===== config.mk =====
export PLATFORM = sky130hd
export DESIGN_NAME = qd_encoder_top
export DESIGN_NICKNAME = d
export VERILOG_FILES = /design/src/logic/qd_pkg.sv /design/src/logic/qd_encoder_top.sv /design/src/logic/qd_velocity_postscaler.sv
export SDC_FILE = /design/constraint.sdc
export NUM_CORES = 1
export LEC_CHECK = 0
export ABC_AREA = 1
export BUFFER_PORTS_ARGS = -buffer_cell sky130_fd_sc_hd__buf_2
export CORE_MARGIN = 1.5
export CORE_UTILIZATION = 53
export DETAILED_ROUTE_END_ITERATION = 7
export GPL_TIMING_DRIVEN = 0
export PLACE_DENSITY = 0.77
export SYNTH_ARGS = -nofsm -noshare
export SYNTH_HDL_FRONTEND = slang
export SYNTH_SLANG_ARGS = --single-unit

===== constraint.sdc =====
create_clock -name aclk -period 1.69 [get_ports aclk]
set_input_delay 0.338 -clock aclk [delete_from_list [all_inputs] [get_ports aclk]]
set_output_delay 0.338 -clock aclk [all_outputs]
set_load 0.02 [all_outputs]

===== src/logic/qd_pkg.sv =====
package qd_pkg;
  // Bus geometry
  localparam int AXI_ADDR_W = 8;
  localparam int AXI_DATA_W = 32;
  localparam logic [1:0] RESP_OKAY = 2'h0;
  localparam logic [1:0] RESP_SLVERR = 2'h2;
  ////////////////////////////////////////////////////////////////////////////////
  // Register byte offsets
  localparam logic [7:0] OFF_CONTROL = 8'h00;
  localparam logic [7:0] OFF_VELOCITY = 8'h04;
  localparam logic [7:0] OFF_POSITION = 8'h08;
  localparam logic [7:0] OFF_LIMIT = 8'h0C;
  localparam logic [7:0] OFF_FLAGS = 8'h10;
  localparam logic [7:0] OFF_IRQ_ENABLE = 8'h14;
  localparam logic [7:0] OFF_CAPTURE = 8'h18;
  ////////////////////////////////////////////////////////////////////////////////
  // Control register fields
  localparam int CTL_VEL_DISABLE_BIT = 7;
  localparam int CTL_ERROR_BIT = 6;
  localparam int CTL_DIR_BIT = 5;
  localparam int CTL_MODE_LSB = 2;
  localparam int CTL_RATIO_LSB = 0;
  // Flag register fields, enable and capture request bits
  localparam int FLAG_VEL_BIT = 0;
  localparam int FLAG_POS_BIT = 1;
  localparam int FLAG_DIR_BIT = 2;
  localparam int IRQ_EN_POS_BIT = 1;
  localparam int CAPTURE_REQ_BIT = 0;
  ////////////////////////////////////////////////////////////////////////////////
  // Reset values
  localparam logic [2:0] MODE_RESET = 3'h0;
  localparam logic [1:0] RATIO_RESET = 2'h0;
  localparam logic [15:0] COUNT_RESET = 16'h0000;
  localparam logic [15:0] LIMIT_RESET = 16'h0000;
  // Decoder mode codes
  localparam logic [2:0] MODE_OFF = 3'h0;
  localparam logic [2:0] MODE_X2_INDEX = 3'h1;
  localparam logic [2:0] MODE_X2_PERIOD = 3'h2;
  localparam logic [2:0] MODE_X4_INDEX = 3'h5;
  localparam logic [2:0] MODE_X4_PERIOD = 3'h6;
  // Postscaler last count per ratio code: 1:1, 1:4, 1:16, 1:64
  localparam logic [5:0] VEL_RATIO_LAST [0:3] = '{6'h00, 6'h03, 6'h0F, 6'h3F};
  // Noise filter length in clock samples
  localparam int FILT_LEN = 3;
  localparam logic [15:0] COUNT_MAX = 16'hFFFF;
  localparam logic [15:0] COUNT_ONE = 16'h0001;
endpackage


===== src/logic/qd_encoder_top.sv =====
// Added by the designer: the AXI4-Lite register port and the address map.
`timescale 1ns/1ps
// Functional notes
// RQ1 - Codes 001/010: x2 counting, index or limit reset
// RQ2 - Codes 101/110: x4 counting, index or limit reset
// RQ3 - Capture inputs usable only with mode 000
// RQ4 - Decoder wins when both units enabled
// RQ5 - Each pin filter feeds only active unit
// RQ6 - Decoder remaps buffers: velocity, position, limit
// RQ7 - Channel one buffer becomes velocity result
// RQ8 - Sixteen bit up/down position count
// RQ9 - x2 counts A edges, x4 both phases
// RQ10 - Count reset by limit rollover or index
// RQ11 - Count reset raises enabled position flag
// RQ12 - Control logic makes direction, count, velocity pulses
// RQ13 - Direction change raises its own flag
// RQ14 - Velocity flag lives in flag register
// RQ15 - Bit 5 reads 1 forward, 0 reverse
// RQ16 - Bit 6 sticky overflow/underflow, software clears
// RQ17 - Error and direction meaningful in index modes
// RQ18 - Bit 7 high disables velocity measurement
// RQ19 - Ratio codes give 1:1, 1:4, 1:16, 1:64
// RQ20 - One output per N inputs, width kept
// RQ21 - A leads B: up; A lags: down
// RQ22 - Index: forward clears, reverse loads limit
// RQ23 - Period reverse at zero loads limit, flag later
// RQ24 - Unused mode codes keep decoder disabled
// RQ25 - Control fields reset to zero
module qd_encoder_top (
  input wire logic aclk,
  input wire logic aresetn,
  input wire logic [qd_pkg::AXI_ADDR_W-1:0] s_axi_awaddr,
  input wire logic s_axi_awvalid,
  output logic s_axi_awready,
  input wire logic [qd_pkg::AXI_DATA_W-1:0] s_axi_wdata,
  input wire logic [3:0] s_axi_wstrb,
  input wire logic s_axi_wvalid,
  output logic s_axi_wready,
  output logic [1:0] s_axi_bresp,
  output logic s_axi_bvalid,
  input wire logic s_axi_bready,
  input wire logic [qd_pkg::AXI_ADDR_W-1:0] s_axi_araddr,
  input wire logic s_axi_arvalid,
  output logic s_axi_arready,
  output logic [qd_pkg::AXI_DATA_W-1:0] s_axi_rdata,
  output logic [1:0] s_axi_rresp,
  output logic s_axi_rvalid,
  input wire logic s_axi_rready,
  input wire logic phase_a_input,
  input wire logic phase_b_input,
  input wire logic index_input,
  output logic capture_unit_enable,
  output logic [2:0] capture_inputs,
  output logic velocity_event
);
  import qd_pkg::*;

  ////////////////////////////////////////////////////////////////////////////////
  // Register state
  logic ctl_vel_disable_reg; // Velocity measurement off
  logic ctl_error_reg; // Sticky count wrap in index mode
  logic ctl_dir_reg; // Direction status, 1 forward
  logic [2:0] ctl_mode_reg; // Decoder mode field
  logic [1:0] ctl_ratio_reg; // Velocity ratio field
  logic [15:0] position_count_reg;
  logic [15:0] position_limit_reg;
  logic [15:0] velocity_result_reg;
  logic vel_flag_reg;
  logic pos_flag_reg;
  logic dir_flag_reg;
  logic pos_irq_enable_reg;
  logic capture_request_reg; // Software asks for the capture unit
  // Decoder state
  logic a_prev_reg;
  logic b_prev_reg;
  logic idx_prev_reg;
  logic idx_fwd_pend_reg; // Index rise waiting for forward edge
  logic idx_rev_pend_reg; // Index fall waiting for reverse edge
  logic roll_pend_reg; // Period match reached, rollover next
  logic roll_dir_reg; // Direction of that match
  logic irq_pipe_reg; // Position flag one cycle after reset
  logic [15:0] position_next;
  // Bus slave state
  logic [AXI_ADDR_W-1:0] wr_addr_reg;
  logic [31:0] wr_data_reg;
  logic [3:0] wr_strb_reg;
  logic aw_full_reg;
  logic w_full_reg;
  logic bvalid_reg;
  logic [1:0] bresp_reg;
  logic rvalid_reg;
  logic [31:0] rdata_reg;
  logic [1:0] rresp_reg;

  ////////////////////////////////////////////////////////////////////////////////
  // Input noise filters, one per shared pin
  wire [2:0] pin_raw = {phase_b_input, phase_a_input, index_input};
  logic [2:0] filt;
  genvar gi;
  generate
    for (gi = 0; gi < 3; gi++) begin : g_filter
      logic [FILT_LEN-1:0] hist_reg;
      logic out_reg;
      // Output moves only after all samples agree
      always_ff @(posedge aclk) begin
        if (!aresetn) begin
          hist_reg <= '0;
          out_reg <= 1'b0;
        end else begin
          hist_reg <= {hist_reg[FILT_LEN-2:0], pin_raw[gi]};
          if (&hist_reg) begin
            out_reg <= 1'b1;
          end else if (~|hist_reg) begin
            out_reg <= 1'b0;
          end
        end
      end
      assign filt[gi] = out_reg;
    end
  endgenerate

  ////////////////////////////////////////////////////////////////////////////////
  // Mode decode and pin ownership
  wire decoder_active = (ctl_mode_reg == MODE_X2_INDEX) | (ctl_mode_reg == MODE_X2_PERIOD) |
                        (ctl_mode_reg == MODE_X4_INDEX) | (ctl_mode_reg == MODE_X4_PERIOD); // RQ24
  wire quad4 = (ctl_mode_reg == MODE_X4_INDEX) | (ctl_mode_reg == MODE_X4_PERIOD); // RQ2
  wire index_mode = (ctl_mode_reg == MODE_X2_INDEX) | (ctl_mode_reg == MODE_X4_INDEX); // RQ1
  wire period_mode = (ctl_mode_reg == MODE_X2_PERIOD) | (ctl_mode_reg == MODE_X4_PERIOD); // RQ1
  // Capture only with mode 000; the decoder wins otherwise
  assign capture_unit_enable = capture_request_reg & (ctl_mode_reg == MODE_OFF); // RQ3 RQ4
  // Filtered pins go to the owning unit only
  assign capture_inputs = capture_unit_enable ? filt : 3'h0; // RQ5

  ////////////////////////////////////////////////////////////////////////////////
  // Edge and phase detection
  wire a_now = filt[1];
  wire b_now = filt[2];
  wire idx_now = filt[0];
  wire a_edge = decoder_active & (a_now ^ a_prev_reg);
  wire b_edge = decoder_active & (b_now ^ b_prev_reg);
  wire count_pulse = a_edge | (quad4 & b_edge); // RQ9 RQ12
  // A edge: up when A differs from B; B edge: up when they match
  wire edge_up = a_edge ? (a_now ^ b_now) : ~(a_now ^ b_now); // RQ21
  wire dir_change = count_pulse & (edge_up != ctl_dir_reg); // RQ13
  wire idx_rise = decoder_active & index_mode & idx_now & ~idx_prev_reg; // RQ12
  wire idx_fall = decoder_active & index_mode & ~idx_now & idx_prev_reg;
  wire index_hit = count_pulse & index_mode &
                   ((edge_up & idx_fwd_pend_reg) | (~edge_up & idx_rev_pend_reg)); // RQ22
  wire [15:0] pos_plus = position_count_reg + COUNT_ONE;
  wire [15:0] pos_minus = position_count_reg - COUNT_ONE;
  wire match_hit = count_pulse & period_mode &
                   ((edge_up & (pos_plus == position_limit_reg)) |
                    (~edge_up & (pos_minus == COUNT_RESET))); // RQ10
  wire wrap_hit = count_pulse & index_mode & ~index_hit &
                  ((edge_up & (position_count_reg == COUNT_MAX)) |
                   (~edge_up & (position_count_reg == COUNT_RESET))); // RQ16 RQ17
  wire pos_reset_evt = roll_pend_reg | index_hit; // RQ10
  wire vel_pulse = count_pulse & ~ctl_vel_disable_reg; // RQ18

  ////////////////////////////////////////////////////////////////////////////////
  // Velocity postscaler
  qd_velocity_postscaler u_postscaler (
    .aclk(aclk),
    .aresetn(aresetn),
    .pulse_in(vel_pulse),
    .ratio(ctl_ratio_reg),
    .pulse_out(velocity_event)
  ); // RQ19 RQ20

  ////////////////////////////////////////////////////////////////////////////////
  // Bus write decode
  wire do_wr = aw_full_reg & w_full_reg & ~bvalid_reg;
  wire wr_b0 = do_wr & wr_strb_reg[0];
  wire wr_ctl = wr_b0 & (wr_addr_reg == OFF_CONTROL);
  wire wr_pos = do_wr & (wr_addr_reg == OFF_POSITION) & (|wr_strb_reg[1:0]);
  wire wr_lim = do_wr & (wr_addr_reg == OFF_LIMIT) & (|wr_strb_reg[1:0]);
  wire wr_flags = wr_b0 & (wr_addr_reg == OFF_FLAGS);
  wire wr_irq_en = wr_b0 & (wr_addr_reg == OFF_IRQ_ENABLE);
  wire wr_cap = wr_b0 & (wr_addr_reg == OFF_CAPTURE);
  wire wr_mapped = (wr_addr_reg == OFF_CONTROL) | (wr_addr_reg == OFF_VELOCITY) |
                   (wr_addr_reg == OFF_POSITION) | (wr_addr_reg == OFF_LIMIT) |
                   (wr_addr_reg == OFF_FLAGS) | (wr_addr_reg == OFF_IRQ_ENABLE) |
                   (wr_addr_reg == OFF_CAPTURE);
  // Byte-lane merge for the 16-bit registers
  wire [15:0] pos_wdata = {wr_strb_reg[1] ? wr_data_reg[15:8] : position_count_reg[15:8],
                           wr_strb_reg[0] ? wr_data_reg[7:0] : position_count_reg[7:0]};
  wire [15:0] lim_wdata = {wr_strb_reg[1] ? wr_data_reg[15:8] : position_limit_reg[15:8],
                           wr_strb_reg[0] ? wr_data_reg[7:0] : position_limit_reg[7:0]};
  wire err_clear = wr_ctl & ~wr_data_reg[CTL_ERROR_BIT];

  ////////////////////////////////////////////////////////////////////////////////
  // Position count next value: software, rollover, index, count
  always_comb begin
    position_next = position_count_reg;
    if (wr_pos) begin
      position_next = pos_wdata;
    end else if (roll_pend_reg) begin
      position_next = roll_dir_reg ? COUNT_RESET : position_limit_reg; // RQ23
    end else if (index_hit) begin
      position_next = edge_up ? COUNT_RESET : position_limit_reg; // RQ22
    end else if (count_pulse) begin
      position_next = edge_up ? pos_plus : pos_minus; // RQ8 RQ21
    end
  end

  // Control register
  always_ff @(posedge aclk) begin
    if (!aresetn) begin
      ctl_vel_disable_reg <= 1'b0; // RQ25
      ctl_mode_reg <= MODE_RESET;
      ctl_ratio_reg <= RATIO_RESET;
      ctl_error_reg <= 1'b0;
      ctl_dir_reg <= 1'b0;
    end else begin
      if (wr_ctl) begin
        ctl_vel_disable_reg <= wr_data_reg[CTL_VEL_DISABLE_BIT]; // RQ18
        ctl_mode_reg <= wr_data_reg[CTL_MODE_LSB+:3];
        ctl_ratio_reg <= wr_data_reg[CTL_RATIO_LSB+:2];
      end
      // Set wins over a software clear
      ctl_error_reg <= wrap_hit | (ctl_error_reg & ~err_clear); // RQ16
      if (count_pulse) begin
        ctl_dir_reg <= edge_up; // RQ15
      end
    end
  end

  // Position, limit and velocity result registers
  always_ff @(posedge aclk) begin
    if (!aresetn) begin
      position_count_reg <= COUNT_RESET;
      position_limit_reg <= LIMIT_RESET;
      velocity_result_reg <= COUNT_RESET;
    end else begin
      position_count_reg <= position_next; // RQ6
      if (wr_lim) begin
        position_limit_reg <= lim_wdata;
      end
      if (velocity_event) begin
        velocity_result_reg <= velocity_result_reg + COUNT_ONE; // RQ7
      end
    end
  end

  // Decoder sequencing state
  always_ff @(posedge aclk) begin
    if (!aresetn) begin
      a_prev_reg <= 1'b0;
      b_prev_reg <= 1'b0;
      idx_prev_reg <= 1'b0;
      idx_fwd_pend_reg <= 1'b0;
      idx_rev_pend_reg <= 1'b0;
      roll_pend_reg <= 1'b0;
      roll_dir_reg <= 1'b0;
      irq_pipe_reg <= 1'b0;
    end else begin
      a_prev_reg <= a_now;
      b_prev_reg <= b_now;
      idx_prev_reg <= idx_now;
      // Pending index marks wait for the next quadrature edge
      idx_fwd_pend_reg <= idx_rise | (idx_fwd_pend_reg & ~count_pulse & index_mode);
      idx_rev_pend_reg <= idx_fall | (idx_rev_pend_reg & ~count_pulse & index_mode);
      roll_pend_reg <= match_hit; // RQ23
      roll_dir_reg <= edge_up;
      irq_pipe_reg <= pos_reset_evt & pos_irq_enable_reg; // RQ11
    end
  end

  // Flags, enable and capture request
  always_ff @(posedge aclk) begin
    if (!aresetn) begin
      vel_flag_reg <= 1'b0;
      pos_flag_reg <= 1'b0;
      dir_flag_reg <= 1'b0;
      pos_irq_enable_reg <= 1'b0;
      capture_request_reg <= 1'b0;
    end else begin
      vel_flag_reg <= velocity_event |
                      (vel_flag_reg & ~(wr_flags & wr_data_reg[FLAG_VEL_BIT])); // RQ14
      pos_flag_reg <= irq_pipe_reg |
                      (pos_flag_reg & ~(wr_flags & wr_data_reg[FLAG_POS_BIT])); // RQ11
      dir_flag_reg <= dir_change |
                      (dir_flag_reg & ~(wr_flags & wr_data_reg[FLAG_DIR_BIT])); // RQ13
      if (wr_irq_en) begin
        pos_irq_enable_reg <= wr_data_reg[IRQ_EN_POS_BIT];
      end
      if (wr_cap) begin
        capture_request_reg <= wr_data_reg[CAPTURE_REQ_BIT];
      end
    end
  end

  ////////////////////////////////////////////////////////////////////////////////
  // Bus write channels: address and data taken in either order
  assign s_axi_awready = ~aw_full_reg;
  assign s_axi_wready = ~w_full_reg;
  assign s_axi_bvalid = bvalid_reg;
  assign s_axi_bresp = bresp_reg;
  always_ff @(posedge aclk) begin
    if (!aresetn) begin
      aw_full_reg <= 1'b0;
      w_full_reg <= 1'b0;
      bvalid_reg <= 1'b0;
      bresp_reg <= RESP_OKAY;
      wr_addr_reg <= '0;
      wr_data_reg <= '0;
      wr_strb_reg <= 4'h0;
    end else begin
      if (s_axi_awvalid & ~aw_full_reg) begin
        aw_full_reg <= 1'b1;
        wr_addr_reg <= s_axi_awaddr;
      end else if (do_wr) begin
        aw_full_reg <= 1'b0;
      end
      if (s_axi_wvalid & ~w_full_reg) begin
        w_full_reg <= 1'b1;
        wr_data_reg <= s_axi_wdata;
        wr_strb_reg <= s_axi_wstrb;
      end else if (do_wr) begin
        w_full_reg <= 1'b0;
      end
      if (do_wr) begin
        bvalid_reg <= 1'b1;
        bresp_reg <= wr_mapped ? RESP_OKAY : RESP_SLVERR;
      end else if (s_axi_bready) begin
        bvalid_reg <= 1'b0;
      end
    end
  end

  ////////////////////////////////////////////////////////////////////////////////
  // Bus read channel
  wire [AXI_ADDR_W-1:0] ra = s_axi_araddr;
  wire [7:0] ctl_read = {ctl_vel_disable_reg, ctl_error_reg, ctl_dir_reg,
                         ctl_mode_reg, ctl_ratio_reg};
  wire rd_mapped = (ra == OFF_CONTROL) | (ra == OFF_VELOCITY) | (ra == OFF_POSITION) |
                   (ra == OFF_LIMIT) | (ra == OFF_FLAGS) | (ra == OFF_IRQ_ENABLE) |
                   (ra == OFF_CAPTURE);
  wire [31:0] rd_mux =
    (ra == OFF_CONTROL) ? {24'h000000, ctl_read} :
    (ra == OFF_VELOCITY) ? {16'h0000, velocity_result_reg} :
    (ra == OFF_POSITION) ? {16'h0000, position_count_reg} :
    (ra == OFF_LIMIT) ? {16'h0000, position_limit_reg} :
    (ra == OFF_FLAGS) ? {29'h00000000, dir_flag_reg, pos_flag_reg, vel_flag_reg} :
    (ra == OFF_IRQ_ENABLE) ? {30'h00000000, pos_irq_enable_reg, 1'b0} :
    (ra == OFF_CAPTURE) ? {31'h00000000, capture_request_reg} : 32'h00000000;
  assign s_axi_arready = ~rvalid_reg;
  assign s_axi_rvalid = rvalid_reg;
  assign s_axi_rdata = rdata_reg;
  assign s_axi_rresp = rresp_reg;
  always_ff @(posedge aclk) begin
    if (!aresetn) begin
      rvalid_reg <= 1'b0;
      rdata_reg <= 32'h00000000;
      rresp_reg <= RESP_OKAY;
    end else if (s_axi_arvalid & ~rvalid_reg) begin
      rvalid_reg <= 1'b1;
      rdata_reg <= rd_mux;
      rresp_reg <= rd_mapped ? RESP_OKAY : RESP_SLVERR;
    end else if (s_axi_rready) begin
      rvalid_reg <= 1'b0;
    end
  end

  ////////////////////////////////////////////////////////////////////////////////
  // Checks
  property p_capture_owner;
    @(posedge aclk) disable iff (!aresetn)
      capture_unit_enable |-> (ctl_mode_reg == MODE_OFF) && !decoder_active;
  endproperty
  a_capture_owner: assert property (p_capture_owner) else $error("capture with decoder on"); // RQ3

  property p_pins_exclusive;
    @(posedge aclk) disable iff (!aresetn)
      (capture_request_reg && decoder_active) |-> (capture_inputs == 3'h0);
  endproperty
  a_pins_exclusive: assert property (p_pins_exclusive) else $error("pins shared"); // RQ4

  property p_count_up;
    @(posedge aclk) disable iff (!aresetn)
      (count_pulse && edge_up && !wr_pos && !roll_pend_reg && !index_hit) |=>
        (position_count_reg == $past(position_count_reg) + COUNT_ONE);
  endproperty
  a_count_up: assert property (p_count_up) else $error("count did not step up"); // RQ21

  property p_x2_ignores_b;
    @(posedge aclk) disable iff (!aresetn)
      (!quad4 && b_edge && !a_edge) |-> !count_pulse;
  endproperty
  a_x2_ignores_b: assert property (p_x2_ignores_b) else $error("x2 counted B edge"); // RQ9

  property p_index_forward;
    @(posedge aclk) disable iff (!aresetn)
      (index_hit && edge_up && !wr_pos && !roll_pend_reg) |=> (position_count_reg == 16'h0000);
  endproperty
  a_index_forward: assert property (p_index_forward) else $error("index did not clear"); // RQ22

  property p_period_reverse;
    @(posedge aclk) disable iff (!aresetn)
      (match_hit && !edge_up && pos_irq_enable_reg && !wr_pos && !roll_pend_reg && !wr_lim)
        |=> ##1 (position_count_reg == $past(position_limit_reg)) ##1 pos_flag_reg;
  endproperty
  a_period_reverse: assert property (p_period_reverse) else $error("reverse load late"); // RQ23

  property p_error_sticky;
    @(posedge aclk) disable iff (!aresetn)
      (ctl_error_reg && !err_clear) |=> ctl_error_reg;
  endproperty
  a_error_sticky: assert property (p_error_sticky) else $error("error bit lost"); // RQ16

  property p_dir_flag;
    @(posedge aclk) disable iff (!aresetn) dir_change |=> dir_flag_reg;
  endproperty
  a_dir_flag: assert property (p_dir_flag) else $error("direction flag missed"); // RQ13

  property p_idle_hold;
    @(posedge aclk) disable iff (!aresetn)
      (!decoder_active && !wr_pos && !roll_pend_reg) |=> $stable(position_count_reg);
  endproperty
  a_idle_hold: assert property (p_idle_hold) else $error("count moved while off"); // RQ24

  property p_index_flag;
    @(posedge aclk) disable iff (!aresetn)
      (index_hit && pos_irq_enable_reg) |=> ##1 pos_flag_reg;
  endproperty
  a_index_flag: assert property (p_index_flag) else $error("position flag missed"); // RQ11
endmodule


===== src/logic/qd_velocity_postscaler.sv =====
`timescale 1ns/1ps
module qd_velocity_postscaler (
  input wire logic aclk,
  input wire logic aresetn,
  input wire logic pulse_in,
  input wire logic [1:0] ratio,
  output logic pulse_out
);
  import qd_pkg::*;

  logic [5:0] count_reg; // Input pulses seen since last output
  logic [5:0] count_next;
  wire [5:0] last_count = VEL_RATIO_LAST[ratio];
  wire at_last = (count_reg >= last_count);

  // Output pulse is the input pulse itself, so the width is kept
  assign pulse_out = pulse_in & at_last;
  assign count_next = at_last ? 6'h00 : count_reg + 6'h01;

  ////////////////////////////////////////////////////////////////////////////////
  // Pulse counter
  always_ff @(posedge aclk) begin
    if (!aresetn) begin
      count_reg <= 6'h00;
    end else if (pulse_in) begin
      count_reg <= count_next; // RQ19
    end
  end

  ////////////////////////////////////////////////////////////////////////////////
  // Checks
  property p_width_kept;
    @(posedge aclk) disable iff (!aresetn) pulse_out |-> pulse_in;
  endproperty
  a_width_kept: assert property (p_width_kept) else $error("output without input pulse"); // RQ20

  property p_ratio_four;
    @(posedge aclk) disable iff (!aresetn)
      (pulse_out && ratio == 2'h1 && $stable(ratio)) |-> (count_reg == 6'h03);
  endproperty
  a_ratio_four: assert property (p_ratio_four) else $error("1:4 fired off count"); // RQ19
endmodule


==> results of run 1 <==
-- Yosys cell counts, types with 2 or more instances --
cell type and count:
nor2_2 4, a211oi_1 2, inv_1 127, nand3_1 101
nand2_1 247, clkbuf_1 27, nor2_1 108, o211ai_1 5
o21ai_1 28, o22ai_1 11, a31oi_1 4, or2_1 3
o21a_1 2, nand4_1 15, xor2_1 22, a21oi_1 132
o21ai_4 2, nor4_1 4, ha_1 11, buf_6 2
nand2_2 9, inv_2 21, dfxtp_1 135, nor3_1 20
buf_4 21, xnor2_1 3, o2111ai_1 3, o221ai_1 2
nor3_2 2, o21ai_0 84, a311oi_1 2, buf_2 11
-- worst reg2reg max path, stage by stage, from the launching register on --
cell,delay (ns)
dfxtp_4,0.39
nand2_4,0.08
ha_4,0.30
nand2_4,0.06
o21a_1,0.21
a31oi_4,0.27
buf_4,0.16
buf_6,0.14
clkinv_8,0.09
clkbuf_16,0.17
nand2_1,0.05
a21oi_1,0.06
-- area by class of cell --
cell class / count / area share, %
Clock inverter: 13 / 1.50
Buffer: 61 / 4.08
Inverter: 150 / 5.86
Sequential cell: 135 / 25.9
Clock buffer: 19 / 4.27
Multi-Input combinational cell: 855 / 47.5
Tap cell: 180 / 2.12
Timing Repair Buffer: 127 / 8.79
-- stage by stage --
stage | cells | utilization (%)
final | 1540 | 75.6
after global routing | 1540 | 75.6
after CTS | 1517 | 70.8
after detailed placement | 1452 | 60.3
after global placement | 1452 | 60.3
after floorplan | 1202 | -
-- cell families (layout without fill, tap and decap cells) --
kind of cell | after synthesis | after routing | share of synthesized area [%]
buffers and inverters | 212 | 370 | 11.7
xor gates and xnor gates | 25 | 25 | 2.83
AOI/OAI and AO/OA | 280 | 280 | 19.6
DFF | 135 | 135 | 34.9
muxes | 1 | 1 | 0.129
other | 1 | 18 | 0.0484
and+or+nand+nor | 520 | 520 | 29.0
adders and majority gates | 11 | 11 | 1.78
-- per-layer routing --
| layer | vias to the layer above | GRT usage (%) | wire length, µm |
|---|---|---|---|
| met4 | 0 | 18.1 | 1550 |
| li1 | 4202 | - | - |
| met1 | 4153 | 45.0 | 11000 |
| met2 | 584 | 55.6 | 13100 |
| met5 | - | 0 | 0 |
| met3 | 133 | 6.73 | 2820 |
-- worst max path at each step --
stage                            endpoint  slack (ns)  cells after the start
global placement           velocity_event       -0.43                     10
global route               velocity_event       -0.65                      7
CTS                        velocity_event       -0.58                      8
floorplan           position_count_reg[6]       -0.04                      9
detailed placement         velocity_event       -0.44                     10
finish                     velocity_event       -0.61                      7
-- where the power goes --
| part | leakage [nW] | internal [mW] | total, mW | switching, mW |
|---|---|---|---|---|
| clock network | 0.295 | 2.30 | 3.87 | 1.57 |
| logic | 3.17 | 0.200 | 0.615 | 0.415 |
| registers | 1.11 | 3.25 | 3.31 | 0.0548 |
-- timing repair --
action,4_1_cts,5_1_grt
hold buffers,0,0
pin swaps,35,66
endpoints found under the hold margin,0,0
gates cloned,4,2
setup endpoints to repair,72,76
resized for setup,163,131
buffers inserted,30,26
==> metrics.txt, run 1 <==
area of the multi-input gates=0.00504 mm²; Skew-Pair Late Insertion Delay=0.43 ns; kind of critical path=reg -> out; CP Capture Type=output pin; Hold Path End=g_filter[0].hist_reg[0]; I/O Buffers=70; most common cell after layout, fill and taps aside=nand2_1; fin crit period=2.30 ns; RePlAce Congestion=0.966; CP most frequent cell=buf_6; WHS Path Cells=3; cell family with most CP delay=compound AO/OA/AOI/OAI gates; maximum clock rate=434 MHz; Initial Utilization=55.1%; FFs w/ async S/R, synth=0%; Chip Width=124 µm; max_slew headroom=44.9%; Post-Syn Area per Cell=6.53 µm²; Area after DPL=0.00847 mm²; post-synthesis cell area=0.00774 mm²; Antenna Nets Post-Route=0; dpl ws=-0.443 ns; DR vias/cell=5.89; Ports=108; Layout Area Growth over Synthesis=37.1%; Die Ht=124 µm; NumNets Final=1420; std cell rows=43; Yosys warning count=0; Max Cap Violations=0; Worst Path Buf+Inv=2; Tot Pwr=7.79 mW; Num Clock Sinks=135; hold path start=index_input; first-pass GRT wire length=40800 µm; gr usage total=34.9%; Min Hold Slack=0.0904 ns; number of global-route vias before repair=7931; Synth area leader=dfxtp_1; failing checks=negative setup slack; r2r endpoint=velocity_result_reg[14]; FF+latch area=0.00275 mm²; Filler Cell Count=1018; HP Class=in -> reg; fin worst setup slack=-0.612 ns; initial antenna violation count=0; most frequent cells in the layout=nand2_1 (207), inv_1 (119), dfxtp_1 (116); Final Cell Area=0.0106 mm²; Sum Neg Setup Slack=-12.75 ns; startpoint types=register; sequential share of the synthesized area=34.9%; r2r startpoint=ctl_ratio_reg[1]; main flop type after synthesis=dfxtp_1; largest net degree at the start of global routing=17; CTS tree=built; Worst Path Max Fanout=4; H-tree Lvls=4; layout cell share with drive strength beyond 1=30.2%; P_leak=4.58 nW; outcome=finished, violations left; Slew Viols, Final=0; register bit count reported by yosys=135; wire length per cell=18.5 µm; Fin Clk Skew=0.0149 ns; worst slew pin tran=0.827 ns; Final setup violation count=48; DP HPWL=18400 µm; drt first pass iters=7; via count=9072; EDFF count, synth=0; RSZ-0062 raised after global routing=true; Setup crit start=ctl_ratio_reg[1]; slowest cell on the critical path=dfxtp_4; Peak supply drop=0.906 mV; Worst Path Required=1.35 ns; clock buffer depth=2; final hold vios=0; Clk pin slew, worst setup/hold paths=0.07 ns; share of the synthesized area in the top cell type=34.9%; power per cell area=734 mW/mm²; total overflow reported by the global router=0; core footprint=0.0140 mm²; total clock buffers created by CTS=17; cell chain of the critical path=nand2_4 > ha_4 > a21oi_2 > o21a_1 > a31oi_4 > buf_6 > buf_6; DR DRC count=0; top post-synthesis cells by area=dfxtp_1 (35%), nand2_1 (12%), a21oi_1 (8.5%); worst reg-to-reg setup slack=-0.42 ns; Reg2Reg Depth=11; delay of the slowest critical-path stage=0.39 ns; Total Die Area=0.0153 mm²; crit path DAT=1.96 ns; Netlist cell types=47; iteration-0 DRC count of the detailed router=1202; drt total wl=28400 µm; Final period util=136%; clock tree root driver cell=clkbuf_16; antenna cell count=0; Cells after Synth=1185
No activity file was read; power rests on OpenSTA's default activity.
==> run 2: changes to the inputs <==
CORE_UTILIZATION = 54   (was 53)
CTS_BUF_LIST = sky130_fd_sc_hd__clkbuf_2 sky130_fd_sc_hd__clkbuf_4 sky130_fd_sc_hd__clkbuf_8   (was default)
PLACE_DENSITY = 0.79   (was 0.77)
==> metrics.txt, run 2 (synthesized netlist as in run 1, its figures left out) <==
initial antenna violation count=0 (unchanged); via count=9205 (+1.5%); Reg2Reg Depth=12 (+1); Setup crit start=ctl_ratio_reg[1]; kind of critical path=reg -> out; clock buffer depth=2 (unchanged); Total Die Area=0.0151 mm² (-1.8%); CTS tree=built; I/O Buffers=70 (unchanged); Layout Area Growth over Synthesis=36.0%; most common cell after layout, fill and taps aside=nand2_1; NumNets Final=1420 (unchanged); drt first pass iters=7 (unchanged); antenna cell count=0 (unchanged); drt total wl=28100 µm (-1.3%); Fin Clk Skew=0.0137 ns (-0.00125 ns); P_leak=4.53 nW (-1.0%); DR vias/cell=5.98 (+1.5%); CP Capture Type=output pin; Slew Viols, Final=0 (unchanged); Ports=108 (unchanged); cell count after placement=1452 (unchanged); iteration-0 DRC count of the detailed router=1004 (-16%); HP Class=in -> reg; fin worst setup slack=-0.607 ns (+0.00507 ns); std cell rows=43 (unchanged); gr usage total=34.2% (-0.73 points); startpoint types=register; wire length per cell=18.2 µm (-1.3%); Worst Path Required=1.35 ns (about the same); r2r startpoint=ctl_ratio_reg[1]; Filler Cell Count=1034 (+1.6%); number of global-route vias before repair=7950 (+0.24%); Skew-Pair Late Insertion Delay=0.46 ns (+0.03 ns); max_slew headroom=45.6% (+0.75 points); first-pass GRT wire length=39800 µm (-2.6%); FF+latch area=0.00275 mm² (about the same); area of the multi-input gates=0.00511 mm² (+1.4%); final core occ=75.6% (about the same); clock tree root driver cell=clkbuf_8; Worst Path Max Fanout=4 (unchanged); Sum Neg Setup Slack=-13.02 ns (-0.268 ns); core footprint=0.0139 mm² (-0.77%); outcome=finished, violations left; hold path start=phase_b_input; total clock buffers created by CTS=17 (unchanged); Clk pin slew, worst setup/hold paths=0.09 ns (+0.02 ns); H-tree Lvls=4 (unchanged); fin crit period=2.30 ns (-0.00507 ns); WHS Path Cells=3 (unchanged); DP HPWL=18200 µm (-0.75%); Final period util=136% (-0.30 points); Max Cap Violations=0 (unchanged); maximum clock rate=435 MHz (+0.22%); crit path DAT=1.96 ns (about the same); power per cell area=660 mW/mm² (-10%); Die Ht=123 µm (-0.91%); Antenna Nets Post-Route=0 (unchanged); Chip Width=123 µm (-0.91%); largest net degree at the start of global routing=18 (+1); Num Clock Sinks=135 (unchanged); layout cell share with drive strength beyond 1=30.9% (+0.66 points); Initial Utilization=55.6% (+0.43 points); total overflow reported by the global router=0 (unchanged); DR DRC count=0 (unchanged); Tot Pwr=6.95 mW (-11%); RePlAce Congestion=1.01 (+4.6%); RSZ-0062 raised after global routing=true; final hold vios=0 (unchanged); most frequent cells in the layout=nand2_1 (213), inv_1 (118), dfxtp_1 (116); failing checks=negative setup slack; Peak supply drop=0.745 mV (-18%); worst slew pin tran=0.815 ns (-0.0112 ns); Post-Layout Cell Count=1540 (unchanged); Final setup violation count=47 (-2.1%)
[run 2: per-layer routing]
metal  GRT usage, %  wire (µm)  vias to the layer above
met5              0          0                        -
met4           16.6       1790                        0
met3           7.20       3030                      157
met2           55.3      12800                      670
met1           43.2      10400                     4166
li1               -          -                     4212
[run 2: final timing paths]
kind | slack (ns) | endpoint
max | -0.61 | velocity_event
min | 0.05 | g_filter[2].hist_reg[0]
max reg2reg | -0.39 | velocity_result_reg[9]
min reg2reg | 0.44 | pos_flag_reg
[run 2: layout make-up]
| class | count | area share (%) |
|---|---|---|
| plain buffers | 58 | 3.81 |
| clock buffers | 17 | 2.22 |
| clock inverters | 15 | 2.01 |
| inverters | 150 | 5.77 |
| multi-input cells | 855 | 48.5 |
| flip-flops and latches | 135 | 26.1 |
| well taps | 180 | 2.14 |
| repair buffers | 130 | 9.39 |
[run 2: per-stage QoR]
step                cell area, µm²  hold WS, ns  setup WS [ns]
finish                       10500       0.0516         -0.607
global route                 10500       0.0402         -0.696
CTS                           9710       0.0431         -0.581
detailed placement            8470        0.434         -0.459
global placement              8470        0.428         -0.456
floorplan                     7890        0.415        -0.0403
[run 2: what timing repair did]
item,in CTS,in global routing
hold buffers,0,0
buffers inserted,33,21
setup endpoints to repair,76,69
gates cloned,3,4
gates resized for setup,146,163
pin swaps,24,74
[run 2: power by group]
group	switching, mW	internal [mW]
clock	1.48	1.53
combinational	0.423	0.209
sequential	0.0583	3.25
total	1.97	4.98
[run 2: worst max-delay path, stage by stage (launching register included)]
cell	delay (ns)
dfxtp_4	0.41
nand2_4	0.08
ha_4	0.28
nand2_4	0.05
o21a_1	0.20
a31oi_4	0.23
buf_6	0.13
buf_6	0.10
